$ cat config.mk
export PLATFORM = sky130hd
export DESIGN_NAME = epb_endpoint_buffers
export DESIGN_NICKNAME = d
export VERILOG_FILES = /design/src/rtl/epb_buffer_slot.v /design/src/rtl/epb_endpoint_buffers.v
export VERILOG_INCLUDE_DIRS = /design/src /design/src/rtl
export SDC_FILE = /design/constraint.sdc
export NUM_CORES = 1
export LEC_CHECK = 0
export BUFFER_PORTS_ARGS = -buffer_cell sky130_fd_sc_hd__clkbuf_2
export CAP_MARGIN = 15
export CORE_ASPECT_RATIO = 0.75
export CORE_MARGIN = 1
export CORE_UTILIZATION = 44
export CTS_CLUSTER_DIAMETER = 30
export DETAILED_ROUTE_END_ITERATION = 7
export GPL_TIMING_DRIVEN = 0
export PLACE_DENSITY_LB_ADDON = 0.08
export SETUP_SLACK_MARGIN = 0.02
export SYNTH_ARGS = -nofsm -noshare
export SYNTH_HDL_FRONTEND = slang
export SYNTH_SLANG_ARGS = --single-unit
$ cat constraint.sdc
create_clock -name CLK_SYS -period 5 [get_ports CLK_SYS]
set_input_delay 1 -clock CLK_SYS [delete_from_list [all_inputs] [get_ports CLK_SYS]]
set_output_delay 1 -clock CLK_SYS [all_outputs]
set_load 0.1 [all_outputs]
$ cat src/rtl/epb_consts.vh
/*
  constants for the endpoint buffer state tracker: register offsets,
  field positions, state codes and the configuration register layout.
  assumes inclusion by bare name from the design files.
*/
`ifndef EPB_CONSTS_VH
`define EPB_CONSTS_VH

// register byte offsets on the apb bus
`define EPB_ADDR_STATES 12'h02C
`define EPB_ADDR_CFG 12'h030
`define EPB_ADDR_W 12

// buffer state codes
`define EPB_ST_FREE 2'h0
`define EPB_ST_VALID 2'h1
`define EPB_ST_LCL 2'h2
`define EPB_ST_USB 2'h3

// state report field positions
`define EPB_FLD_A_LO 0
`define EPB_FLD_B_LO 2

// configuration register fields
`define EPB_CFG_DIR_BIT 0
`define EPB_CFG_DBL_BIT 1
`define EPB_CFG_RESET 2'h0

`endif

$ cat src/rtl/epb_buffer_slot.v
/*
  one packet buffer slot: holds its two-bit ownership state and walks it
  one step at a time in the order that the transfer direction sets.
  assumes the parent gates each step request and resolves the pair.
*/
`timescale 1ns/10ps
`default_nettype none
`include "epb_consts.vh"

module epb_buffer_slot (
  // clock and reset
  input wire CLK_SYS,
  input wire NRST,
  input wire CE,
  // control
  input wire dir_in,
  input wire clear,
  input wire step,
  // state
  output reg [1:0] state
);

  // next state of the slot
  reg [1:0] next_state;

  // successor of a state for the given direction
  function [1:0] epb_succ;
    input [1:0] cur;
    input in_dir;
    begin
      case (cur)
        `EPB_ST_FREE: epb_succ = in_dir ? `EPB_ST_LCL : `EPB_ST_USB;
        `EPB_ST_LCL: epb_succ = in_dir ? `EPB_ST_VALID : `EPB_ST_FREE;
        `EPB_ST_VALID: epb_succ = in_dir ? `EPB_ST_USB : `EPB_ST_LCL;
        `EPB_ST_USB: epb_succ = in_dir ? `EPB_ST_FREE : `EPB_ST_VALID;
        default: epb_succ = `EPB_ST_FREE;
      endcase
    end
  endfunction

  // step chooser
  always @* begin
    next_state = state;
    if (clear) begin
      next_state = `EPB_ST_FREE;
    end else if (step) begin
      next_state = epb_succ(state, dir_in);
    end
  end

  // state register
  always @(posedge CLK_SYS or negedge NRST) begin
    if (!NRST) begin
      state <= `EPB_ST_FREE;
    end else if (CE) begin
      state <= next_state;
    end
  end

endmodule
`default_nettype wire

$ cat src/rtl/epb_endpoint_buffers.v
/*
  endpoint ping-pong buffer ownership tracker with an apb slave.
  slot a, and in double buffered mode slot b, each move through free, local, valid and bus-owned
  states; the protocol engine and local side pulse events that move the
  slot that is next in line. software reads both states in one register.
  assumes apb signals and event pulses are synchronous to CLK_SYS.
*/
`timescale 1ns/10ps
`default_nettype none
`include "epb_consts.vh"

// Behaviour
// - in endpoint: local, valid, bus, free
// - out endpoint: bus, valid, local, free
// - double buffered slots share no state but free
// - single buffered: slot b stays free
// - bus-owned slot reads code 11
// - free 00, valid 01, local 10
// - a bits 1:0, b 3:2, rest zero
module epb_endpoint_buffers (
  // clock, reset, enable
  input wire CLK_SYS,
  input wire NRST,
  input wire CE,
  // apb slave
  input wire PSEL,
  input wire PENABLE,
  input wire PWRITE,
  input wire [11:0] PADDR,
  input wire [31:0] PWDATA,
  output reg [31:0] PRDATA,
  output reg PREADY,
  output reg PSLVERR,
  // buffer events, one-cycle pulses
  input wire EV_CLAIM,
  input wire EV_RELEASE,
  // buffer status
  output reg [7:0] STATE_REPORT
);

  // configuration: direction and double buffering
  reg [1:0] cfg;
  // which slot the next step tries first
  reg turn;
  // reconfiguration clears both slots
  reg clear;
  // per-slot step requests
  reg step_a;
  reg step_b;
  // apb access phase strobes
  wire acc = PSEL & PENABLE & ~PREADY;
  wire wr = acc & PWRITE;
  wire rd = acc & ~PWRITE;
  // slot states
  wire [1:0] st_a;
  wire [1:0] st_b;
  wire dir_in = cfg[`EPB_CFG_DIR_BIT];
  wire dbl = cfg[`EPB_CFG_DBL_BIT];
  // report word
  wire [7:0] report;

  // true when a state is one a given event may leave
  function epb_movable;
    input [1:0] cur;
    input in_dir;
    input claim;
    begin
      // claim moves free or valid slots, release moves owned slots
      if (claim) begin
        epb_movable = (cur == `EPB_ST_FREE) || (cur == `EPB_ST_VALID);
      end else begin
        epb_movable = (cur == `EPB_ST_LCL) || (cur == `EPB_ST_USB);
      end
    end
  endfunction

  // slot successor, to check the partner does not already hold it
  function [1:0] epb_next;
    input [1:0] cur;
    input in_dir;
    begin
      case (cur)
        `EPB_ST_FREE: epb_next = in_dir ? `EPB_ST_LCL : `EPB_ST_USB;
        `EPB_ST_LCL: epb_next = in_dir ? `EPB_ST_VALID : `EPB_ST_FREE;
        `EPB_ST_VALID: epb_next = in_dir ? `EPB_ST_USB : `EPB_ST_LCL;
        `EPB_ST_USB: epb_next = in_dir ? `EPB_ST_FREE : `EPB_ST_VALID;
        default: epb_next = `EPB_ST_FREE;
      endcase
    end
  endfunction

  // step arbitration across the two slots
  always @* begin : arb
    reg ev;
    reg claim;
    reg ok_a;
    reg ok_b;
    ev = 1'b0;
    claim = 1'b0;
    ok_a = 1'b0;
    ok_b = 1'b0;
    step_a = 1'b0;
    step_b = 1'b0;
    ev = EV_CLAIM | EV_RELEASE;
    claim = EV_CLAIM;
    // a slot may step when the event fits and its target is not held
    // no shared state
    ok_a = epb_movable(st_a, dir_in, claim) &&
           (!dbl || epb_next(st_a, dir_in) != st_b);
    ok_b = dbl && epb_movable(st_b, dir_in, claim) &&
           (epb_next(st_b, dir_in) != st_a);
    if (ev && !clear) begin
      // the slot whose turn it is goes first, the other fills in
      if (!turn) begin
        step_a = ok_a;
        step_b = ~ok_a & ok_b;
      end else begin
        step_b = ok_b;
        step_a = ~ok_b & ok_a;
      end
    end
  end

  // slot a
  epb_buffer_slot u_slot_a (
    .CLK_SYS(CLK_SYS),
    .NRST(NRST),
    .CE(CE),
    .dir_in(dir_in),
    .clear(clear),
    .step(step_a),
    .state(st_a)
  );

  // slot b
  epb_buffer_slot u_slot_b (
    .CLK_SYS(CLK_SYS),
    .NRST(NRST),
    .CE(CE),
    .dir_in(dir_in),
    .clear(clear | ~dbl),
    .step(step_b),
    .state(st_b)
  );

  assign report = {4'h0, st_b, st_a};

  // turn pointer: in double buffered mode, flips whenever the slot whose turn it is takes a step
  always @(posedge CLK_SYS or negedge NRST) begin
    if (!NRST) begin
      turn <= 1'b0;
    end else if (CE) begin
      if (clear || !dbl) begin
        turn <= 1'b0;
      end else if ((step_a && !turn) || (step_b && turn)) begin
        // the leading slot moved; next event favours the other one
        turn <= ~turn;
      end
    end
  end

  // configuration register and clear pulse
  always @(posedge CLK_SYS or negedge NRST) begin
    if (!NRST) begin
      cfg <= `EPB_CFG_RESET;
      clear <= 1'b0;
    end else if (CE) begin
      clear <= 1'b0;
      if (wr && PADDR == `EPB_ADDR_CFG) begin
        // changing mode restarts both slots from free
        cfg <= PWDATA[1:0];
        clear <= 1'b1;
      end
    end
  end

  // apb answer: one wait state per access, ready for one cycle
  always @(posedge CLK_SYS or negedge NRST) begin
    if (!NRST) begin
      PRDATA <= 32'h00000000;
      PREADY <= 1'b0;
      PSLVERR <= 1'b0;
    end else if (CE) begin
      PREADY <= acc;
      PSLVERR <= 1'b0;
      if (rd) begin
        case (PADDR)
          `EPB_ADDR_STATES: PRDATA <= {24'h000000, report};
          `EPB_ADDR_CFG: PRDATA <= {30'h00000000, cfg};
          default: PRDATA <= 32'h00000000;
        endcase
      end
      if (acc) begin
        if (PADDR != `EPB_ADDR_STATES && PADDR != `EPB_ADDR_CFG) begin
          // unmapped address flags an error
          PSLVERR <= 1'b1;
        end
      end
    end
  end

  // registered copy of the report
  always @(posedge CLK_SYS or negedge NRST) begin
    if (!NRST) begin
      STATE_REPORT <= 8'h00;
    end else if (CE) begin
      STATE_REPORT <= report;
    end
  end

endmodule
`default_nettype wire

Yosys cells after proc, flatten, opt, wreduce, memory -nomap -nowiden
Index checks and enable logic that the tools add are counted.

cells by class
  eq/ne operators = 12
  mux-type cells = 22
  bitwise operators = 14
  reduce and logical (&&, ||, !) cells = 28

operator list
  cell                   number
  $eq A12 B6 Y1 const B  2
  $ne A12 B6 Y1 const B  2
  $pmux W2 S4            2
  $mux W1                15
  $reduce_and A2 Y1      5
  $eq A2 B2 Y1 const B   4
  $logic_and A1 B1 Y1    8
  $mux W2                4
  $pmux W4 S2            1
  $logic_or A1 B1 Y1     7
  $and A1 B1 Y1          6
  $not A1 Y1             6
  $reduce_bool A2 Y1     3
  $eq A2 B1 Y1 const B   2
  $logic_not A2 Y1       2
  $ne A2 B2 Y1           2
  $logic_not A1 Y1       3
  $or A1 B1 Y1           2

storage, ports and cells
  bits in registers = 46
  output and inout bits = 42

Depth between registers and ports, before layout
Gate-level depths: netlist of the first run.

  depth after elaboration = 13
  depth in mapped cells = 6
  gate-level depth less buffers = 5

Cells and area by module
Synthesis of the first run repeated with hierarchy kept, for this count alone.

second synthesis, totals
  cells, all modules = 131
  area total of the unflattened synthesis = 1293.7 um^2

modules (own cells, without submodules)
  module                times used  cells each  area each (um^2)  sequential area each (um^2)
  epb_endpoint_buffers  1           107         1058.5            350.3
  epb_buffer_slot       2           12          117.6             50.0

Worst setup path after synthesis of the first run
OpenSTA, ideal clock, no wires.

  path kind = input -> register
  start = input port PADDR[7]
  end = register cfg[0]
  library setup time = 125 ps
  arrival = 2447 ps
  slack = 2428 ps
  stages on the path = 5
  path buffers = 0
  cells stage by stage = nor4_1 > nand4_1 > nor4b_1 > and3_1 > mux2_2

on the way
  cells in the longest elaborated chain, start to end = 3

RTL lines
  item                                  line                        RTL
  start, declared                       epb_endpoint_buffers.v:29   input wire [11:0] PADDR,
  $eq A12 B6 Y1                         -
  $logic_and A1 B1 Y1 (no source line)  -
  $reduce_and A2 Y1 (no source line)    -
  end signal, assigned                  epb_endpoint_buffers.v:165  cfg <= `EPB_CFG_RESET;
  end signal, assigned                  epb_endpoint_buffers.v:171  cfg <= PWDATA[1:0];
  end, declared                         epb_endpoint_buffers.v:42   reg [1:0] cfg;

No other way between the ends.
A chain may end at the register's enable or synchronous reset.

Final worst setup path of the first run
  start = input port PADDR[7]
  end = register cfg[1]

Same word-level chain as after synthesis.

==> out/qor.csv, run 1 <==
metric,value,unit
worst-setup-path-type,in2reg,
seq_area,450,um^2
drtIter0Drc,40,
crit_fanout,4,
cts_tree,done,
syn_to_final_growth,27.4,%
yosys-top-cells-area,"dfrtp_1 35%, buf_4 18%, mux2_2 5.2%, nor2_1 2.6%, mux2i_1 2.3%",
ctsResizeCount,0,
reg2regPathDepth,5,
wl_per_cell,11.2,um
clkSinkCount,18,
cts-root-buf,clkbuf_8,
synth_ff_type,dfrtp_1,
die_y,49.2,um
finalMaxSlewViolations,0,
syn_area,0.00131,mm^2
dieArea,0.00319,mm^2
timing.fmax,379,MHz
max-vdd-ir-drop,0.000285,V
dp_hpwl,2.24,mm
wirelength,2.73,mm
htreeDepth,1,
period_needed,2.64,ns
ant_nets,0,
synth_common_cells,"32 x buf_4, 18 x dfrtp_1, 9 x nor2_1, 8 x nand2_1, 7 x inv_1",
die_w,64.9,um
cts_setup_buffers,0,
io_buffers,31,
min-delay-start,PREADY$_DFFE_PN0P_,
core,0.00270,mm^2
end_kind,register,
rr_endpoint,u_slot_b.state[1]$_DFFE_PN0P_,
hold_end,PREADY$_DFFE_PN0P_,
yosysMostFrequentCell,buf_4,
dr.pass1.iters,4,
yosysUniqueCellTypes,44,
finalCritPeriodShare,0.528,
grtUsageTotal,0.186,
setup_viol,0,
start_util,0.483,
synth_area_leader_cell,dfrtp_1,
yosys_warnings,0,
ys_seq_area_frac,0.345,
fillers,252,
synth.avg_cell_area,9.19,um^2
async_flop_share,1.00,
relSlewSlack,0.574,
post-route-drc-count,0,
worstMarginPinSlew,0.631,ns
drive_gt1_frac,0.372,
finalHoldViolations,0,
rsz0062_at_grt,no,
grt_pass1_wl,4.49,mm
gp_congestion,0.824,
grt_max_degree,19,
r2r_start,u_slot_b.state[0]$_DFFE_PN0P_,
n_antenna_cell,0,
clk_pin_slew,0.06,ns
fin_setup_tns,0,ns
cts_buffers,3,
clk_latency,0.25,ns
nets,261,
place_ws,2.11,ns
setup_slack,2.36,ns
synth_seq_cells,18,
fp-row-count,16,
grt_pass1_vias,991,
power.leakage,0.903,nW
viasPerCell,4.67,
yosysTopAreaCellShare,0.345,
postCtsHoldBufs,0,
grt_overflow_total,0,
crit_required,5.13,ns
hp-class,reg2reg,
vias,1134,
clockBufferDepth,2,
multi_input_area,689,um^2
status,"complete, no violations",
power_density,371,mW/mm^2
synthCells,142,
rrSetupSlack,2.70,ns
io_pins,94,
antenna_found_initial,0,
clock_skew,0.00194,ns
cap_violations,0,
synth-edff-count,0,
crit_path_start_kind,primary input,
arrival,2.77,ns
min_delay_path_depth,1,
-- metal layers --
layer	global-route usage	wire, um	up-vias
li1	-	-	565
met1	0.225	1190	536
met2	0.319	1380	31
met3	0.0584	138	2
met4	0.0407	15	0
met5	0	0	-
-- placed cells by master (no fill, tap or decap), types with 5 or more instances in the layout --
cell	instances
buf_4	32
conb_1	32
clkbuf_2	31
dfrtp_1	18
nor2_1	9
nand2_1	8
inv_1	7
mux2_2	6
o21ai_0	5
a21oi_1	5
-- per-stage QoR --
step	std cells	area, um^2	hold slack (ns)	utilization	power, W
finish	243	1660	0.501	0.615	0.000617
global placement	240	1620	0.484	0.600	0.000513
CTS	243	1660	0.506	0.615	0.000620
floorplan	173	1420	0.480	-	0.000475
detailed placement	240	1620	0.492	0.600	0.000521
global route	243	1660	0.522	0.615	0.000646
-- kinds of logic after synthesis --
| family | share of synthesized area |
|---|---|
| buf+inv | 0.216 |
| simple gates | 0.168 |
| xor+xnor | 0.0451 |
| other cells | 0.00287 |
| flops | 0.345 |
| mux | 0.0748 |
| compound gates | 0.149 |
-- where the power goes --
part	internal (W)	leakage [nW]	switching, W	total [W]
Combinational	0.0000777	0.652	0.000266	0.000343
Sequential	0.000164	0.230	0.0000123	0.000176
Clock	0.0000534	0.0216	0.0000440	0.0000974
Total	0.000295	0.903	0.000322	0.000617
-- state kept, by name, indices dropped and copies added, names as in the netlist --
name / cells
PRDATA: 4
PREADY: 1
PSLVERR: 1
STATE_REPORT: 4
cfg: 2
clear: 1
turn: 1
u_slot_a.state: 2
u_slot_b.state: 2
-- critical path, cell delays in order --
cell and delay, ns:
clkbuf_2 0.08, nor4_1 0.26, nand4_1 0.15, nor4b_1 0.60, and3_1 0.33, mux2_2 0.35
-- cell type report --
| type | instances | area share |
|---|---|---|
| sequential | 18 | 0.271 |
| multi-input combinational | 112 | 0.415 |
| inverter | 7 | 0.0158 |
| tap | 36 | 0.0271 |
| clock buffer | 3 | 0.0248 |
| buffer | 36 | 0.153 |
| timing repair buffer | 31 | 0.0933 |
-- how the worst max path moves through the flow --
| stage | startpoint | endpoint | slack (ns) | cells after the start |
|---|---|---|---|---|
| floorplan | PADDR[7] | cfg[0]$_DFFE_PN0P_ | 2.43 | 5 |
| global placement | PADDR[7] | cfg[1]$_DFFE_PN0P_ | 2.13 | 6 |
| detailed placement | PADDR[7] | cfg[1]$_DFFE_PN0P_ | 2.11 | 6 |
| CTS | PADDR[7] | cfg[1]$_DFFE_PN0P_ | 2.38 | 6 |
| global route | PADDR[7] | cfg[0]$_DFFE_PN0P_ | 2.10 | 6 |
| finish | PADDR[7] | cfg[1]$_DFFE_PN0P_ | 2.36 | 6 |
(Power assumes the default switching activity.)
==> run 2, diff against run 1 <==
--- a/config.mk
+++ b/config.mk
@@ -10,7 +10,7 @@
 export CAP_MARGIN = 15
 export CORE_ASPECT_RATIO = 0.75
 export CORE_MARGIN = 1
-export CORE_UTILIZATION = 44
+export CORE_UTILIZATION = 41
 export CTS_CLUSTER_DIAMETER = 30
 export DETAILED_ROUTE_END_ITERATION = 7
 export GPL_TIMING_DRIVEN = 0
==> constraint.sdc (replaced) <==
create_clock -name CLK_SYS -period 2.57 [get_ports CLK_SYS]
set_input_delay 0.514 -clock CLK_SYS [delete_from_list [all_inputs] [get_ports CLK_SYS]]
set_output_delay 0.514 -clock CLK_SYS [all_outputs]
set_load 0.1 [all_outputs]
==> run 2 against run 1 <==
  * Via count decreased by 3.0%
  * Setup slack got worse by 2.1 ns
  * Hold slack got worse by 0.31 ns
  * Count of clock-buffer cells in the layout increased by 1
  * Critical path depth decreased by 1
  * Critical endpoint is now u_slot_b.state[1]$_DFFE_PN0P_
  * Largest cell class unchanged
==> out/qor.csv, run 2 (synthesized netlist as in run 1, its figures left out) <==
metric,value,unit,change
max-vdd-ir-drop,0.000497,V,was 0.000285 V
power_density,740,mW/mm^2,was 371 mW/mm^2
dp_hpwl,2.17,mm,was 2.24 mm
arrival,2.46,ns,was 2.77 ns
io_pins,94,,unchanged
core,0.00298,mm^2,was 0.00270 mm^2
wirelength,2.71,mm,was 2.73 mm
top_regs,"PRDATA (4), STATE_REPORT (4)",,unchanged
worst-setup-path-type,reg2reg,,was in2reg
timing.fmax,437,MHz,
clk_latency,0.25,ns,about the same
status,"complete, no violations",,unchanged
io_buffers,31,,unchanged
ctsResizeCount,0,,unchanged
cts_tree,done,,unchanged
htreeDepth,1,,unchanged
syn_to_final_growth,28.7,%,was 27.4%
setup_slack,0.284,ns,was 2.36 ns
holdWs,0.196,ns,was 0.501 ns
cts_buffers,3,,unchanged
fin_cells,246,,was 243
relSlewSlack,0.563,,was 0.574
clkSinkCount,18,,unchanged
crit_required,2.74,ns,was 5.13 ns
grt_pass1_wl,4.46,mm,was 4.49 mm
end_kind,register,,unchanged
dr.pass1.iters,4,,unchanged
power.leakage,0.910,nW,was 0.903 nW
clk_pin_slew,0.07,ns,was 0.06 ns
cts-root-buf,clkbuf_8,,unchanged
fillers,266,,was 252
vias,1100,,was 1134
setup_viol,0,,unchanged
grt_max_degree,19,,unchanged
design_area,0.00168,mm^2,was 0.00166 mm^2
place_area,0.00162,mm^2,about the same
fin_setup_tns,0,ns,unchanged
die_w,67.1,um,was 64.9 um
nets,261,,unchanged
die_y,50.9,um,was 49.2 um
ant_nets,0,,unchanged
gp_congestion,0.799,,was 0.824
drive_gt1_frac,0.375,,was 0.372
antenna_found_initial,0,,unchanged
hp-class,in2async,,was reg2reg
start_util,0.438,,was 0.483
post-route-drc-count,0,,unchanged
final_cell_mix,"32 x buf_4, 32 x conb_1, 31 x clkbuf_2",,unchanged
finalHoldViolations,0,,unchanged
period_needed,2.29,ns,
grt_pass1_vias,973,,was 991
viasPerCell,4.47,,was 4.67
place_ws,0.164,ns,was 2.11 ns
postCtsHoldBufs,0,,unchanged
cts_setup_buffers,0,,unchanged
cp-startpoint,u_slot_b.state[0]$_DFFE_PN0P_,,was PADDR[7]
crit_path_start_kind,register,,was primary input
dieArea,0.00341,mm^2,was 0.00319 mm^2
finalMaxSlewViolations,0,,unchanged
fp-row-count,17,,was 16
rsz0062_at_grt,no,,unchanged
grtUsageTotal,0.178,,was 0.186
clockBufferDepth,2,,unchanged
cap_violations,0,,unchanged
r2r_start,u_slot_b.state[0]$_DFFE_PN0P_,,unchanged
wl_per_cell,11.0,um,was 11.2 um
crit_fanout,6,,was 4
worstMarginPinSlew,0.646,ns,was 0.631 ns
n_antenna_cell,0,,unchanged
dp_cells,242,,was 240
grt_overflow_total,0,,unchanged
clock_skew,0.00143,ns,was 0.00194 ns
finalCritPeriodShare,0.889,,
drtIter0Drc,37,,was 40
==> run 2: cell count changes in the layout (fill, tap and decap cells not counted), sizes merged <==
cell    before  now
clkbuf      38   39
==> run 2: layer usage <==
metal / up-vias / GRT usage / routed length [um]
met5: - / 0 / 0
met4: 0 / 0.0319 / 11
met3: 2 / 0.0469 / 180
met2: 37 / 0.292 / 1300
met1: 495 / 0.236 / 1220
li1: 566 / - / -
==> run 2: stage by stage <==
stage          power [W]  utilization
6_report         0.00124        0.564
2_1_floorplan   0.000924            -
3_3_place_gp     0.00100        0.545
5_1_grt          0.00130        0.564
4_1_cts          0.00125        0.564
3_5_place_dp     0.00101        0.545
==> run 2: path summary, 6_finish.rpt <==
kind                                                      end  slack (ns)  cells after the start
worst min register to register             PREADY$_DFFE_PN0P_        0.49                      1
worst max register to register  u_slot_b.state[1]$_DFFE_PN0P_        0.28                      5
max in group asynchronous       u_slot_a.state[1]$_DFFE_PN0P_        2.05                      1
min in group CLK_SYS                       cfg[0]$_DFFE_PN0P_        0.49                      2
worst max-delay path            u_slot_b.state[1]$_DFFE_PN0P_        0.28                      5
worst min-delay path                    PRDATA[2]$_DFFE_PN0P_        0.20                      1
==> run 2: layout make-up <==
| class | count | area (um^2) | share of cell area |
|---|---|---|---|
| Buffer | 36 | 255 | 0.152 |
| Timing Repair Buffer | 31 | 155 | 0.0924 |
| Inverter | 7 | 26.3 | 0.0156 |
| Multi-Input combinational cell | 112 | 689 | 0.411 |
| Clock buffer | 4 | 55.1 | 0.0328 |
| Tap cell | 38 | 47.5 | 0.0283 |
| Sequential cell | 18 | 450 | 0.268 |
==> run 2: critical path, stage by stage (launching register included) <==
cell and delay, ns:
dfrtp_1 0.42, xnor3_2 0.52, and3_4 0.20, or4b_4 0.51, or4_1 0.47, o221ai_1 0.08
==> run 2: power by group <==
part           internal [W]  switching [W]  leakage, nW
Sequential         0.000318      0.0000248        0.230
Clock              0.000136      0.0000962       0.0288
Combinational      0.000151       0.000516        0.652
Total              0.000605       0.000637        0.910
